**src/pkg/sra_pkg.sv**
```systemverilog
// Constants shared by both ends of the serial register link.
// Assumes a 20 MHz aclk on both ends and a host-made link clock.
`default_nettype none
package sra_pkg;
	// Command byte layout
	localparam int WEN_BIT = 7;
	localparam int DIR_BIT = 6;
	localparam logic [4:0] CMD_LAST = 5'h06;
	localparam int MODE_FIELD_MSB = 2;
	// Register select codes
	localparam logic [3:0] SEL_STATUS = 4'h0;
	localparam logic [3:0] SEL_MODE = 4'h1;
	localparam logic [3:0] SEL_MAIN_CTL = 4'h2;
	localparam logic [3:0] SEL_AUX_CTL = 4'h3;
	localparam logic [3:0] SEL_FILTER = 4'h4;
	localparam logic [3:0] SEL_MAIN_DATA = 4'h5;
	localparam logic [3:0] SEL_AUX_DATA = 4'h6;
	localparam logic [3:0] SEL_IO_CTL = 4'h7;
	localparam logic [3:0] SEL_MAIN_OFFSET = 4'h8;
	localparam logic [3:0] SEL_AUX_OFFSET = 4'h9;
	localparam logic [3:0] SEL_MAIN_GAIN = 4'hA;
	localparam logic [3:0] SEL_AUX_GAIN = 4'hB;
	localparam logic [3:0] SEL_TEST1 = 4'hC;
	localparam logic [3:0] SEL_TEST2 = 4'hD;
	localparam logic [3:0] SEL_UNDEF = 4'hE;
	localparam logic [3:0] SEL_ID = 4'hF;
	// Transfer lengths in bits
	localparam logic [4:0] BITS_WIDE = 5'h18;
	localparam logic [4:0] BITS_HALF = 5'h10;
	localparam logic [4:0] BITS_BYTE = 5'h08;
	// Flag bit positions and reset values
	localparam int FLAG_MAIN_RDY = 7;
	localparam int FLAG_AUX_RDY = 6;
	localparam int FLAG_CAL = 5;
	localparam int FLAG_NOREF = 4;
	localparam int FLAG_MAIN_ERR = 3;
	localparam int FLAG_AUX_ERR = 2;
	localparam int FLAG_LOCK = 0;
	localparam logic [7:0] FLAG_RESET = 8'h00;
	localparam logic [7:0] MODE_RESET = 8'h00;
	localparam logic [2:0] MODE_SINGLE = 3'h2;
	// Arbitrary identification value
	localparam logic [7:0] ID_VALUE = 8'h3C;
	localparam logic [5:0] RESYNC_ONES = 6'h20;
	// Link clock made by the host
	localparam int ACLK_PERIOD_NS = 50;
	localparam int SCLK_PERIOD_NS = 800;
	localparam int HALF_CYCLES = SCLK_PERIOD_NS / (2 * ACLK_PERIOD_NS);
	localparam logic [3:0] HALF_LAST = 4'(HALF_CYCLES - 1);
	// Host register offsets and fields
	localparam logic [7:0] HOST_CMD_OFF = 8'h00;
	localparam logic [7:0] HOST_WDATA_OFF = 8'h04;
	localparam logic [7:0] HOST_RDATA_OFF = 8'h08;
	localparam logic [7:0] HOST_STAT_OFF = 8'h0C;
	localparam logic [7:0] HOST_RESYNC_OFF = 8'h10;
	localparam int LEN_LSB = 8;
	localparam logic [1:0] RESP_OKAY = 2'h0;
	localparam logic [1:0] RESP_SLVERR = 2'h2;

	function automatic logic [4:0] reg_bits(input logic [3:0] sel);
		unique case (sel)
			SEL_MAIN_DATA, SEL_MAIN_OFFSET, SEL_MAIN_GAIN: reg_bits = BITS_WIDE;
			SEL_AUX_DATA, SEL_AUX_OFFSET, SEL_AUX_GAIN, SEL_TEST1, SEL_TEST2: reg_bits = BITS_HALF;
			default: reg_bits = BITS_BYTE;
		endcase
	endfunction
endpackage
`default_nettype wire

```
**src/pkg/serial_link_if.sv**
```systemverilog
// Three-wire link between host and device ends.
// Assumes the bench ties both ends to this one instance.
`timescale 1ns/1ps
`default_nettype none
interface serial_link_if;
	logic sclk;
	logic din;
	logic dout;
	modport host (output sclk, output din, input dout);
	modport dev (input sclk, input din, output dout);
endinterface // serial_link_if
`default_nettype wire

```
**src/hw/pin_sync.sv**
```systemverilog
// Three-stage synchroniser for a pin from outside the aclk domain.
// Output follows only once the second and third stages agree.
`timescale 1ns/1ps
`default_nettype none
module pin_sync #(
	parameter logic INIT = 1'b0
) (
	input wire logic aclk,
	input wire logic aresetn,
	input wire logic pin,
	output logic level
);
	logic s1_reg;
	logic s2_reg;
	logic s3_reg;

	always_ff @(posedge aclk) begin
		if (!aresetn) begin
			s1_reg <= INIT;
			s2_reg <= INIT;
			s3_reg <= INIT;
			level <= INIT;
		end else begin
			s1_reg <= pin;
			s2_reg <= s1_reg;
			s3_reg <= s2_reg;
			// Filters a single-cycle glitch on the pin
			if (s2_reg == s3_reg) begin
				level <= s3_reg;
			end
		end
	end
endmodule // pin_sync
`default_nettype wire

```
**src/hw/serial_reg_device.sv**
```systemverilog
// Device end: command byte decode, register transfers and status flags.
// Assumes a host driving link clock and data in; result events from user side.
// Summary of operation
// Host writes command byte before any access
// Back to command wait after each transfer
// Reset leaves interface waiting for command
// 32 ones on data in reset part
// Command byte arrives MSB first
// Ones at first position ignored; zero starts
// Direction bit: 0 write, 1 read
// Host keeps bits five, four zero
// Low four bits select register
// Select zero: command write, flags read
// Codes 1 to 15 map remaining registers; only 1, 5, 6, 15 read data, only 1 stores writes
// Flag register 8 bits, reset zero
// Main ready set, cleared by read/update/mode
// Aux ready set, cleared by read/update/mode
// Calibration flag cleared by starting mode write
// Missing reference forces main results ones
// Main error on clamp or calibration fail
// Aux error on clamp or calibration fail
// Flag bit one reads zero
// Lock flag follows PLL lock
// Mode field is mode register bits 2-0
// Read shifts full width MSB first
//
// Added by the designer: register access over AXI4-Lite.
`timescale 1ns/1ps
`default_nettype none
module serial_reg_device (
	input wire logic aclk,
	input wire logic aresetn,
	serial_link_if.dev link,
	input wire logic [23:0] main_data,
	input wire logic [15:0] aux_data,
	input wire logic main_done,
	input wire logic aux_done,
	input wire logic cal_done,
	input wire logic main_clamp,
	input wire logic aux_clamp,
	input wire logic main_cal_fail,
	input wire logic aux_cal_fail,
	input wire logic main_update_soon,
	input wire logic aux_update_soon,
	input wire logic main_active,
	input wire logic ref_missing,
	input wire logic pll_locked,
	output logic [2:0] operating_mode_field,
	output logic [7:0] mode_value,
	output logic mode_write,
	output logic part_reset
);
	typedef enum logic [1:0] {WAIT_WEN, CMD_BITS, WRITE_DATA, READ_DATA} link_state_e;

	link_state_e state_reg;
	logic sclk_s;
	logic din_s;
	logic sclk_prev_reg;
	logic rise;
	logic [5:0] ones_reg;
	logic resync;
	logic [6:0] cmd_reg;
	logic [6:0] cmd_next;
	logic [3:0] sel_reg;
	logic [4:0] len_reg;
	logic [4:0] bit_cnt_reg;
	logic [23:0] shift_reg;
	logic [23:0] rd_value;
	logic [23:0] read_word;
	logic [4:0] new_len;
	logic cmd_done;
	logic last_bit;
	logic write_end;
	logic mode_commit;
	logic [7:0] mode_next;
	logic starts_op;
	logic main_read_end;
	logic aux_read_end;
	logic [7:0] flag_reg;
	logic [7:0] flag_view;

	// Link clock idles high, so its synchroniser starts high
	pin_sync #(.INIT(1'b1)) u_sclk (
		.aclk(aclk),
		.aresetn(aresetn),
		.pin(link.sclk),
		.level(sclk_s)
	);
	pin_sync #(.INIT(1'b0)) u_din (
		.aclk(aclk),
		.aresetn(aresetn),
		.pin(link.din),
		.level(din_s)
	);

	always_ff @(posedge aclk) begin
		if (!aresetn) begin
			sclk_prev_reg <= 1'b1;
		end else begin
			sclk_prev_reg <= sclk_s;
		end
	end

	assign rise = sclk_s & ~sclk_prev_reg;

	// count high bits
	always_ff @(posedge aclk) begin
		if (!aresetn) begin
			ones_reg <= 6'h00;
		end else if (rise) begin
			if (!din_s) begin
				ones_reg <= 6'h00;
			end else if (ones_reg != sra_pkg::RESYNC_ONES) begin
				ones_reg <= ones_reg + 6'h01;
			end
		end
	end

	// fires once, on the 32nd high bit
	assign resync = rise & din_s & (ones_reg == sra_pkg::RESYNC_ONES - 6'h01);

	// shift in MSB first
	assign cmd_next = {cmd_reg[5:0], din_s};
	assign cmd_done = rise && (state_reg == CMD_BITS) && (bit_cnt_reg == sra_pkg::CMD_LAST);
	// low four bits select
	assign new_len = sra_pkg::reg_bits(cmd_next[3:0]);
	assign last_bit = (bit_cnt_reg == len_reg - 5'h01);
	assign write_end = rise && (state_reg == WRITE_DATA) && last_bit;
	assign mode_commit = write_end && (sel_reg == sra_pkg::SEL_MODE);
	assign mode_next = {shift_reg[6:0], din_s};
	// field in mode bits 2-0
	assign starts_op = mode_commit && (mode_next[sra_pkg::MODE_FIELD_MSB:0] >= sra_pkg::MODE_SINGLE);
	assign main_read_end = rise && (state_reg == READ_DATA) && last_bit
		&& (sel_reg == sra_pkg::SEL_MAIN_DATA);
	assign aux_read_end = rise && (state_reg == READ_DATA) && last_bit
		&& (sel_reg == sra_pkg::SEL_AUX_DATA);

	// reset lands in command wait
	always_ff @(posedge aclk) begin
		if (!aresetn || resync) begin
			state_reg <= WAIT_WEN;
			bit_cnt_reg <= 5'h00;
		end else if (rise) begin
			unique case (state_reg)
				WAIT_WEN: begin
					// stay until a zero
					if (!din_s) begin
						state_reg <= CMD_BITS;
						bit_cnt_reg <= 5'h00;
					end
				end
				CMD_BITS: begin
					if (bit_cnt_reg == sra_pkg::CMD_LAST) begin
						bit_cnt_reg <= 5'h00;
						// direction bit
						if (cmd_next[sra_pkg::DIR_BIT]) begin
							state_reg <= READ_DATA;
						// select zero write is a new command
						end else if (cmd_next[3:0] == sra_pkg::SEL_STATUS) begin
							state_reg <= WAIT_WEN;
						end else begin
							state_reg <= WRITE_DATA;
						end
					end else begin
						bit_cnt_reg <= bit_cnt_reg + 5'h01;
					end
				end
				WRITE_DATA, READ_DATA: begin
					// back to command wait
					if (last_bit) begin
						state_reg <= WAIT_WEN;
					end else begin
						bit_cnt_reg <= bit_cnt_reg + 5'h01;
					end
				end
			endcase
		end
	end

	always_ff @(posedge aclk) begin
		if (!aresetn || resync) begin
			cmd_reg <= 7'h00;
			sel_reg <= 4'h0;
			len_reg <= sra_pkg::BITS_BYTE;
		end else if (rise && state_reg == CMD_BITS) begin
			cmd_reg <= cmd_next;
			if (cmd_done) begin
				sel_reg <= cmd_next[3:0];
				len_reg <= new_len;
			end
		end
	end

	assign flag_view = {flag_reg[7:2], 1'b0, flag_reg[0]};

	// read source per select code
	always_comb begin
		unique case (cmd_next[3:0])
			// select zero reads flags
			sra_pkg::SEL_STATUS: rd_value = {16'h0000, flag_view};
			sra_pkg::SEL_MODE: rd_value = {16'h0000, mode_value};
			// forced all ones without reference
			sra_pkg::SEL_MAIN_DATA: rd_value = flag_reg[sra_pkg::FLAG_NOREF] ? 24'hFFFFFF : main_data;
			sra_pkg::SEL_AUX_DATA: rd_value = {aux_data, 8'h00} >> 8;
			sra_pkg::SEL_ID: rd_value = {16'h0000, sra_pkg::ID_VALUE};
			default: rd_value = 24'h000000;
		endcase
		// left-align so the MSB leaves first
		read_word = rd_value << (sra_pkg::BITS_WIDE - new_len);
	end

	// Write bits share the shifter; data out is meaningful only in reads
	always_ff @(posedge aclk) begin
		if (!aresetn || resync) begin
			shift_reg <= 24'h000000;
		end else if (cmd_done && cmd_next[sra_pkg::DIR_BIT]) begin
			shift_reg <= read_word;
		end else if (rise && state_reg == READ_DATA) begin
			// next bit after each edge
			shift_reg <= {shift_reg[22:0], 1'b0};
		end else if (rise && state_reg == WRITE_DATA) begin
			shift_reg <= {shift_reg[22:0], din_s};
		end
	end

	assign link.dout = shift_reg[23];

	// mode register update
	always_ff @(posedge aclk) begin
		if (!aresetn || resync) begin
			mode_value <= sra_pkg::MODE_RESET;
		end else if (mode_commit) begin
			mode_value <= mode_next;
		end
	end

	assign operating_mode_field = mode_value[sra_pkg::MODE_FIELD_MSB:0];

	always_ff @(posedge aclk) begin
		if (!aresetn) begin
			mode_write <= 1'b0;
			part_reset <= 1'b0;
		end else begin
			mode_write <= mode_commit;
			part_reset <= resync;
		end
	end

	// flags reset to zero; set wins over clear
	always_ff @(posedge aclk) begin
		if (!aresetn || resync) begin
			flag_reg <= sra_pkg::FLAG_RESET;
		end else begin
			// main ready
			flag_reg[sra_pkg::FLAG_MAIN_RDY] <= main_done | cal_done
				| (flag_reg[sra_pkg::FLAG_MAIN_RDY] & ~(main_read_end | main_update_soon | mode_commit));
			// aux ready
			flag_reg[sra_pkg::FLAG_AUX_RDY] <= aux_done | cal_done
				| (flag_reg[sra_pkg::FLAG_AUX_RDY] & ~(aux_read_end | aux_update_soon | mode_commit));
			// calibration done
			flag_reg[sra_pkg::FLAG_CAL] <= cal_done | (flag_reg[sra_pkg::FLAG_CAL] & ~starts_op);
			// only while main converter runs
			flag_reg[sra_pkg::FLAG_NOREF] <= main_active & ref_missing;
			// main error
			flag_reg[sra_pkg::FLAG_MAIN_ERR] <= main_clamp | main_cal_fail
				| (flag_reg[sra_pkg::FLAG_MAIN_ERR] & ~mode_commit);
			// aux error
			flag_reg[sra_pkg::FLAG_AUX_ERR] <= aux_clamp | aux_cal_fail
				| (flag_reg[sra_pkg::FLAG_AUX_ERR] & ~mode_commit);
			// reserved bit
			flag_reg[1] <= 1'b0;
			// lock follows PLL
			flag_reg[sra_pkg::FLAG_LOCK] <= pll_locked;
		end
	end
endmodule // serial_reg_device
`default_nettype wire

```
**src/flat_wrapper.sv**
```systemverilog
// flat-port wrapper written by rule: the top's interface ports become plain ports
module serial_reg_device_flat 
  (aclk, aresetn, main_data, aux_data, main_done, aux_done, cal_done, main_clamp, aux_clamp, main_cal_fail, aux_cal_fail, main_update_soon, aux_update_soon, main_active, ref_missing, pll_locked, operating_mode_field, mode_value, mode_write, part_reset, link_sclk, link_din, link_dout);
  serial_link_if link_i ();
  input wire logic aclk;
  input wire logic aresetn;
  input wire logic [23:0] main_data;
  input wire logic [15:0] aux_data;
  input wire logic main_done;
  input wire logic aux_done;
  input wire logic cal_done;
  input wire logic main_clamp;
  input wire logic aux_clamp;
  input wire logic main_cal_fail;
  input wire logic aux_cal_fail;
  input wire logic main_update_soon;
  input wire logic aux_update_soon;
  input wire logic main_active;
  input wire logic ref_missing;
  input wire logic pll_locked;
  output logic [2:0] operating_mode_field;
  output logic [7:0] mode_value;
  output logic mode_write;
  output logic part_reset;
  input wire logic [$bits(link_i.sclk)-1:0] link_sclk;
  input wire logic [$bits(link_i.din)-1:0] link_din;
  output wire logic [$bits(link_i.dout)-1:0] link_dout;
  assign link_i.sclk = link_sclk;
  assign link_i.din = link_din;
  assign link_dout = link_i.dout;
  serial_reg_device u_core (.aclk(aclk), .aresetn(aresetn), .link(link_i), .main_data(main_data), .aux_data(aux_data), .main_done(main_done), .aux_done(aux_done), .cal_done(cal_done), .main_clamp(main_clamp), .aux_clamp(aux_clamp), .main_cal_fail(main_cal_fail), .aux_cal_fail(aux_cal_fail), .main_update_soon(main_update_soon), .aux_update_soon(aux_update_soon), .main_active(main_active), .ref_missing(ref_missing), .pll_locked(pll_locked), .operating_mode_field(operating_mode_field), .mode_value(mode_value), .mode_write(mode_write), .part_reset(part_reset));
endmodule
```
**config.mk**
```make
export PLATFORM = sky130hd
export DESIGN_NAME = serial_reg_device_flat
export DESIGN_NICKNAME = d
export VERILOG_FILES = /design/src/pkg/sra_pkg.sv /design/src/pkg/serial_link_if.sv /design/src/hw/pin_sync.sv /design/src/hw/serial_reg_device.sv /design/src/flat_wrapper.sv
export SDC_FILE = /design/constraint.sdc
export NUM_CORES = 1
export LEC_CHECK = 0
export ABC_AREA = 1
export ABC_CLOCK_PERIOD_IN_PS = 1900
export BUFFER_PORTS_ARGS = -buffer_cell sky130_fd_sc_hd__buf_2
export CELL_PAD_IN_SITES_DETAIL_PLACEMENT = 1
export CELL_PAD_IN_SITES_GLOBAL_PLACEMENT = 2
export CORE_MARGIN = 2
export CORE_UTILIZATION = 28
export DETAILED_ROUTE_END_ITERATION = 10
export GPL_ROUTABILITY_DRIVEN = 0
export PLACE_DENSITY_LB_ADDON = 0.1
export SYNTH_ARGS = -nofsm -noshare
export SYNTH_HDL_FRONTEND = slang
export SYNTH_SLANG_ARGS = --single-unit
```
**constraint.sdc**
```tcl
create_clock -name aclk -period 1.9 [get_ports aclk]
set_clock_uncertainty 0.2 [all_clocks]
set_input_delay 0.285 -clock aclk [delete_from_list [all_inputs] [get_ports aclk]]
set_output_delay 0.285 -clock aclk [all_outputs]
set_load 0.03 [all_outputs]
```
==> results of run 1 <==
-- layout by cell type, fill, tap and decap left out, types with 3 or more instances in the layout --
cell type      instances
dfxtp_1               67
nor3_1                 4
a21oi_2               12
buf_12                 8
nand2_2               18
nand2_1              123
inv_1                 30
inv_2                 11
inv_6                  5
nand3_4                3
a21oi_1               45
dfxtp_2                6
o211ai_1               6
xnor2_1                3
nand2_4                8
clkbuf_16             11
a21oi_4                3
dlygate4sd3_1         11
nand3_2                7
inv_4                  5
o21ai_0               46
or2_2                  5
buf_6                 10
nor2_4                 5
nand4_1               15
buf_4                 67
nor2_2                 6
buf_2                 69
ha_4                   4
a211oi_1               4
xor2_1                 4
nor2_1                50
nand3_1               32
ha_1                   3
o21ai_1               32
-- routing by layer --
layer	track usage [%]	up-vias	wire length (um)	part of all wire, %
met2	34.9	84	7960	48
met5	0	-	0	0
li1	-	2355	-	-
met3	3.22	21	669	4.0
met1	27.4	2275	7710	46
met4	9.37	0	419	2.5
-- logic make-up after synthesis --
kind of cell / synth area share (%)
XOR/XNOR: 1.44
flip-flops: 35.2
buffers and inverters: 9.58
AO/OA/AOI/OAI: 19.8
AND/OR/NAND/NOR: 31.4
adder cells (fa/ha/maj): 2.64
-- timing repair --
item	CTS	global route
pin swaps	19	23
endpoints found under the hold margin	9	0
endpoints found under the setup margin	25	56
hold buffers	11	0
buffers inserted	7	10
gates resized for setup	57	60
gates cloned	4	2
-- area by class of cell --
| cell class | instances | area (um2) |
|---|---|---|
| Multi-Input combinational cell | 459 | 2710 |
| Inverter | 50 | 223 |
| Fill cell | 1873 | 8700 |
| Timing Repair Buffer | 168 | 1310 |
| Timing Repair inverter | 1 | 8.76 |
| Clock inverter | 6 | 96.3 |
| Clock buffer | 10 | 239 |
| Sequential cell | 75 | 1520 |
| Tap cell | 188 | 235 |
-- power breakdown --
| part | internal [mW] | switching [mW] | leakage, nW |
|---|---|---|---|
| Sequential | 1.58 | 0.0114 | 0.612 |
| Clock | 1.20 | 0.736 | 0.161 |
| Combinational | 0.103 | 0.105 | 1.99 |
| Total | 2.89 | 0.852 | 2.76 |
-- how the worst max path moves through the flow --
stage                  startpoint              endpoint  slack (ns)  cells past startpoint
2_1_floorplan  u_core.u_din.level  u_core.shift_reg[20]       -0.03                     12
3_3_place_gp    u_core.cmd_reg[0]  u_core.shift_reg[20]       -0.31                      9
3_5_place_dp    u_core.cmd_reg[0]  u_core.shift_reg[20]       -0.31                      9
4_1_cts        u_core.u_din.level  u_core.shift_reg[18]       -0.06                     13
5_1_grt        u_core.u_din.level   u_core.shift_reg[2]       -0.17                     13
6_report       u_core.u_din.level   u_core.shift_reg[2]       -0.09                     13
-- stage by stage --
| step | area, um2 | setup WS [ns] | std cells | hold slack (ns) |
|---|---|---|---|---|
| floorplan | 4280 | -0.0257 | 612 | 0.161 |
| global placement | 5220 | -0.305 | 908 | 0.196 |
| detailed placement | 5220 | -0.309 | 908 | 0.203 |
| CTS | 5960 | -0.0591 | 945 | 0.00787 |
| global route | 6340 | -0.172 | 957 | 0.0218 |
| finish | 6340 | -0.0905 | 957 | 0.0162 |
-- worst max-delay path: stages (launching register included) --
cell and delay, ns:
dfxtp_4 0.37, inv_6 0.04, ha_4 0.16, nand2_4 0.09, nor2_8 0.04, buf_12 0.12
buf_6 0.11, nand2_2 0.04, nand2_1 0.04, inv_1 0.05, nand4_1 0.21, buf_4 0.22
nand4_1 0.10, a21oi_1 0.08
==> run metrics, run 1 <==
status finished with violations; violated checks setup timing; number of hold-slack violations in the final timing report 0; number of enable flip-flop cells after synthesis 0; leak pwr 2.76 nW; ratio of final minimum period to clock period 105%; worst reg2reg path endpoint u_core.shift_reg[2]; final count of negative-setup-slack endpoints 11; arrival time of the worst setup path between 2 and 2.5 ns; area of the mapped netlist 4270 um2; min setup slack post-route -0.0905 ns; reported max-cap violation count 0; Starting DRT DRC Count ~170; FF-to-FF setup slack -0.09 ns; post-DP HPWL 12400 um; via count 4735; crit start category register; post-route ant nets 0; number of remaining DRC errors 0; power per standard cell area ~590 nW/um2; Std-Cell Rows between 40 and 50; Tmin final approximately 2 ns; critical path required time approximately 1.9 ns; Max VDD drop between 0.3 and 0.4 mV; Synth Warn # 0; number of levels in the clock H-tree 3; most frequent cell after synthesis nand2_1; vias in the first global route 4907; Hold Path Depth 4; CP max FO 5; final antenna diode count 0; Boundary Pins 70; share of cells above drive strength 1 between 30 and 40%; flops & latches, synth 75; class of the tightest hold or removal check primary input to register; number of cells produced by synthesis 612; Endpoint, Worst Hold u_core.flag_reg[7]; wire per inst roughly 18 um; number of distinct library cells after synthesis 42; worst hold start main_update_soon; final max-slew violation count 0; R2R Path Start u_core.u_din.level; Worst Setup Path Type register to register; total track usage between 20% and 30%; part of the Yosys area used for sequential elements between 30% and 40%; library cell used as clock root buffer clkbuf_16; detail-routed via count per cell 4.95; net count of the mapped netlist about 680; Initial Util 28.4%; critical path endpoint category register; overflow left after global routing 0; Chip Height 127 um; Post-Route Setup TNS -0.378 ns; Core Region 15000 um2; proportion of netlist area held by the largest area contributor a little over a third; Sink Count 75; most common flop cell mapped by yosys dfxtp_1; number of optimization iterations in the first detailed-route pass 4; async set-reset flop share out of synthesis 0%; die outline area between 15000 and 20000 um2; synth-to-layout area growth 48.4%; max FFs per register 24; worst slew slack as a fraction of its limit approximately 67%; slew at the pin with the worst max-slew slack about 0.5 ns; largest net degree at the start of global routing 35; main area contributors after synthesis dfxtp_1, nand2_1, a21oi_1, o21ai_0, nor2_1; horizontal extent of the die 127 um; most instantiated cells after synthesis nand2_1, dfxtp_1, a21oi_1, nor2_1, o21ai_0; overall power of the completed layout 3.74 mW; worst skew pair latency ~0.35 ns; worst-case reg-to-reg path depth 13; antenna violations before repair 0; port buffer count roughly 70; post-layout util a little over two fifths; leading area contributor after synthesis dfxtp_1; clock tree from TritonCTS yes; global-route wire length before repair about 27000 um; WL final ~17000 um; clock-pin slew on the worst setup and hold paths 0.06 ns; maximum frequency from static timing analysis approximately 0.50 GHz; synthesized area per cell around 7 um2; Final nets ~830; clock buffer depth 2; RSZ-0062 raised after global routing true; CTS buffer count 9
Power figures use the tool's default switching activity.
==> run 2, diff against run 1 <==
Settings changed: BUFFER_PORTS_ARGS -buffer_cell sky130_fd_sc_hd__buf_2 to default, CORE_UTILIZATION 28 to 32, DONT_BUFFER_PORTS from default to 1.
==> run 2 against run 1 <==
  * The flow still finishes with violations (setup timing)
  * Critical path depth down 2
  * First-iteration DRC count grew 19%
  * Final cell count down 4.4%
  * Cell area decreased by 0.32%
  * Critical path type unchanged
  * Register-to-register slack lost 0.03 ns
  * Wire length rose by 0.23%
  * Global-route usage up 2.1 points
  * Worst hold slack improved by 0.016 ns
==> run metrics, run 2 (synthesis results as in run 1) <==
number of non-filler instances in the completed layout 915; placement-stage cell area around 5000 um2; status finished with violations; commonest non-fill, non-tap cells in the layout nand2_1, buf_4, dfxtp_1, nor2_1, o21ai_0; slew at the pin with the worst max-slew slack a little over 0.4 ns; Chip Height between 100 and 150 um; min setup slack post-route -0.122 ns; Final nets between 700 and 800; die outline area 14300 um2; ratio of final minimum period to clock period 106%; critical path endpoint category register; number of remaining DRC errors 0; Layout fillers 1622; number of hold-slack violations in the final timing report 0; clock tree from TritonCTS yes; post-route ant nets 0; Boundary Pins 70; detail-routed via count per cell about 5; post-placement worst setup slack -0.298 ns; total internal power between 2 and 3 mW; reported max-cap violation count 0; Initial Util 32.5%; area of all placed cells without fillers about 6300 um2; WL final around 17000 um; Max VDD drop 0.432 mV; Worst Setup Path Type register to register; post-DP HPWL approximately 12000 um; Std-Cell Rows 42; worst skew pair latency 0.35 ns; total track usage a little under a quarter; fraction of power consumed by combinational cells about 4.5%; antenna violations before repair 0; via count 4692; RSZ-0062 raised after global routing true; crit start category register; critical path required time between 1.5 and 2 ns; maximum frequency from static timing analysis a little under 0.5 GHz; largest net degree at the start of global routing 30; final antenna diode count 0; sequential cell fraction of total power between 40% and 50%; number of optimization iterations in the first detailed-route pass 4; number of placed instances, taps included between 800 and 900; Core Region 13100 um2; overflow left after global routing 0; max FFs per register 24; share of cells above drive strength 1 a little over a third; violated checks setup timing; final count of negative-setup-slack endpoints 24; port buffer count 0; arrival time of the worst setup path about 2.1 ns; horizontal extent of the die between 100 and 150 um; Tmin final about 2.0 ns; clock-pin slew on the worst setup and hold paths approximately 0.060 ns; global-route wire length before repair roughly 26000 um; CTS buffer count 9; library cell used as clock root buffer clkbuf_16; net switching component of the power around 810 uW; commonest non-fill, non-tap cell in the layout nand2_1; leak pwr between 2 and 3 nW; Sink Count 75; synth-to-layout area growth 47.9%; class of the tightest hold or removal check primary input to register; CP max FO 10; clock buffer depth 2; proportion of total power due to net switching between 20% and 30%; final max-slew violation count 0; vias in the first global route between 4000 and 5000; power share of the clock group about 50%; worst slew slack as a fraction of its limit about 72%; Starting DRT DRC Count 197; wire per inst 18.4 um; number of levels in the clock H-tree 3; power per standard cell area 556 nW/um2
-- run 2: cell types whose count changed in the layout (fill, tap and decap cells not counted), sizes merged, moves of 2 or more --
| cell | before | now |
|---|---|---|
| clkinv | 1 | 3 |
| inv | 53 | 49 |
| clkinvlp | 1 | 3 |
| dlygate4sd3 | 11 | 15 |
| buf | 155 | 120 |
-- run 2: routing by layer --
layer / track usage (%) / up-vias / share of wire [%]
li1: - / 2283 / -
met1: 29.1 / 2275 / 43
met2: 40.5 / 111 / 50
met3: 4.90 / 23 / 5.0
met4: 6.40 / 0 / 2.0
met5: 0 / - / 0
-- run 2: cell type report --
cell class / instances / area (um2) / share of cell area (%)
timing repair inverter: 2 / 11.3 / 0.178
multi-input combinational: 460 / 2750 / 43.6
clock inverter: 4 / 50.0 / 0.792
tap: 176 / 220 / 3.49
timing repair buffer: 136 / 1300 / 20.6
clock buffer: 12 / 246 / 3.90
inverter: 50 / 219 / 3.47
sequential: 75 / 1520 / 24.0
-- run 2: final timing paths --
path | depth (start not counted) | endpoint | start | slack (ns)
min | 3 | u_core.ones_reg[0] | aresetn | 0.03
min reg2reg | 1 | u_core.u_sclk.s2_reg | u_core.u_sclk.s1_reg | 0.21
max | 11 | u_core.shift_reg[2] | u_core.cmd_reg[0] | -0.12
max reg2reg | 11 | u_core.shift_reg[2] | u_core.cmd_reg[0] | -0.12
-- run 2: power by group through the flow --
| stage | clock network [mW] | registers, mW | logic (mW) |
|---|---|---|---|
| 3_5_place_dp | 0 | 1.63 | 0.111 |
| 3_3_place_gp | 0 | 1.63 | 0.110 |
| 6_report | 1.76 | 1.59 | 0.156 |
| 5_1_grt | 1.88 | 1.59 | 0.170 |
| 2_1_floorplan | 0 | 1.63 | 0.0677 |
| 4_1_cts | 1.79 | 1.59 | 0.142 |
-- run 2: stage by stage --
| stage | total power [mW] | utilization [%] | hold slack [ns] | setup TNS (ns) |
|---|---|---|---|---|
| CTS | 3.53 | 45.0 | 0.0289 | -0.732 |
| detailed placement | 1.74 | 38.0 | 0.183 | -3.81 |
| global placement | 1.74 | 38.0 | 0.166 | -1.95 |
| floorplan | 1.70 | - | 0.161 | -0.0257 |
| finish | 3.51 | 48.1 | 0.0321 | -1.40 |
| global route | 3.64 | 48.1 | 0.0421 | -3.34 |
-- run 2: what timing repair did --
action / CTS / global route
pin swaps: 19 / 26
gates cloned: 5 / 4
hold endpoints to repair: 17 / 0
hold buffers: 15 / 0
resized for setup: 61 / 69
endpoints found under the setup margin: 38 / 41
buffers inserted: 21 / 16
-- run 2: critical path, stage by stage (launching register included) --
cell	delay, ns
dfxtp_4	0.37
inv_2	0.08
ha_2	0.19
nand2_2	0.07
buf_4	0.15
nand2_2	0.11
inv_4	0.09
buf_12	0.14
nand2_8	0.10
buf_4	0.16
nand4_1	0.16
a21oi_2	0.15
==> run 3, diff against run 2 <==
Settings changed: ABC_CLOCK_PERIOD_IN_PS 1900 to 2000, CORE_UTILIZATION 32 to 35.
Clock period 1.9 ns to 2 ns, I/O delays scaled along.
==> run 3 against run 2 <==
  * The flow still finishes with violations (setup timing)
  * Wire length down 5.9%
  * Sequential cell count did not move
  * Die area down 8.3%
  * Critical path depth is 1 lower
  * Combinational power down 15%
  * Largest cell class unchanged
  * Non-clock buffer count decreased by 37
  * Maximum frequency fell by 0.90%
  * Power is 1.9% lower
  * Final cell count is 7.5% lower
==> run metrics, run 3 (synthesis results as in run 1) <==
wire per inst between 15 and 20 um; port buffer count 0; class of the tightest hold or removal check primary input to register; min setup slack post-route -0.0402 ns; Core Region approximately 12000 um2; worst hold start aresetn; final count of negative-setup-slack endpoints 1; number of hold-slack violations in the final timing report 0; largest net degree at the start of global routing 30; critical path required time around 2.1 ns; total track usage between 20% and 30%; via count 4500; Hold Path Depth 3; area of all placed cells without fillers ~6000 um2; status finished with violations; ratio of final minimum period to clock period 102%; worst-case reg-to-reg path depth 10; worst slew slack as a fraction of its limit 78.1%; vias in the first global route about 4600; max FFs per register 24; detail-routed via count per cell ~5.3; placement-stage cell area between 4000 and 5000 um2; Tmin final ~2.0 ns; post-DP HPWL around 11000 um; worst skew pair latency roughly 0.34 ns; Endpoint, Worst Hold u_core.ones_reg[0]; maximum frequency from static timing analysis a little under 0.5 GHz; clock buffer depth 2; share of cells above drive strength 1 31.2%; Worst Setup Path Type register to register; post-route ant nets 0; final max-slew violation count 0; overflow left after global routing 0; clock-pin slew on the worst setup and hold paths about 0.060 ns; post-layout util ~49%; arrival time of the worst setup path 2.11 ns; critical path endpoint category register; Max VDD drop between 0.3 and 0.4 mV; die outline area between 10000 and 15000 um2; RSZ-0062 raised after global routing true; antenna violations before repair 0; commonest non-fill, non-tap cell in the layout nand2_1; worst reg2reg path endpoint u_core.shift_reg[2]; Boundary Pins 70; power per standard cell area about 580 nW/um2; violated checks setup timing; global-route wire length before repair about 24000 um; Layout fillers 1471; Chip Height about 110 um; WL final around 16000 um; clock tree from TritonCTS yes; synth-to-layout area growth 38.1%; Final nets roughly 760; final antenna diode count 0; horizontal extent of the die about 110 um; Starting DRT DRC Count between 150 and 200; Sink Count 75; Std-Cell Rows 40; R2R Path Start u_core.bit_cnt_reg[0]; library cell used as clock root buffer clkbuf_16; FF-to-FF setup slack -0.04 ns; leak pwr approximately 2.4 nW; crit start category register; CP max FO 6; number of remaining DRC errors 0; post-placement worst setup slack -0.0892 ns; Initial Util between 30% and 40%; overall power of the completed layout between 3 and 4 mW; CTS buffer count 9; number of optimization iterations in the first detailed-route pass 4; reported max-cap violation count 0; number of levels in the clock H-tree 3; commonest non-fill, non-tap cells in the layout nand2_1, dfxtp_1, buf_4, nor2_1, o21ai_0; slew at the pin with the worst max-slew slack approximately 0.33 ns
-- run 3: power breakdown --
part	internal (mW)	switching (mW)	total, mW
sequential	1.50	0.00849	1.51
clock	1.13	0.664	1.80
combinational	0.0564	0.0762	0.133
-- run 3: timing repair --
item / CTS / global route
pin swaps: 1 / 39
resized for setup: 16 / 99
setup buffers: 3 / 12
hold endpoints to repair: 15 / 0
gates cloned: 1 / 3
hold buffers: 15 / 0
endpoints found under the setup margin: 21 / 41
-- run 3: cell type report --
type / instances / area (um2) / share of cell area [%]
clock inverters: 5 / 85.1 / 1.44
well taps: 147 / 184 / 3.12
inverters: 50 / 215 / 3.65
multi-input cells: 458 / 2710 / 46.0
repair buffers: 99 / 937 / 15.9
flip-flops and latches: 75 / 1520 / 25.7
repair inverters: 1 / 6.26 / 0.106
clock buffers: 11 / 243 / 4.12
-- run 3: through the flow --
step	cells	TNS, ns	hold WS [ns]
2_1_floorplan	612	0	0.176
3_3_place_gp	797	-0.0287	0.182
3_5_place_dp	797	-0.884	0.190
4_1_cts	832	-0.0130	0.0467
5_1_grt	846	-1.53	0.0938
6_report	846	-0.0402	0.0613
-- run 3: metal layers --
| layer | track usage (%) | up-vias | part of all wire (%) |
|---|---|---|---|
| met4 | 9.35 | 0 | 1.9 |
| met3 | 3.86 | 19 | 5.0 |
| met2 | 41.5 | 113 | 50 |
| met1 | 28.6 | 2160 | 43 |
| met5 | 0 | - | 0 |
| li1 | - | 2208 | - |
-- run 3: worst max path at each step --
stage	end	depth (start not counted)	slack, ns	startpoint
detailed placement	u_core.shift_reg[12]	13	-0.09	u_core.u_din.level
global route	u_core.shift_reg[19]	13	-0.12	u_core.cmd_reg[0]
floorplan	u_core.shift_reg[20]	12	0.004	u_core.u_din.level
finish	u_core.shift_reg[2]	10	-0.04	u_core.bit_cnt_reg[0]
global placement	u_core.shift_reg[12]	13	-0.03	u_core.u_din.level
CTS	u_core.shift_reg[16]	11	-0.01	u_core.cmd_reg[0]
-- run 3: critical path: stages, from the launching register on --
cell and delay, ns:
dfxtp_4 0.35, inv_4 0.06, ha_4 0.14, nand2_4 0.05, nor3_4 0.21, inv_2 0.09, nor2_8 0.19, nand3_4 0.19
inv_8 0.12, nand4_1 0.17, a21oi_2 0.19
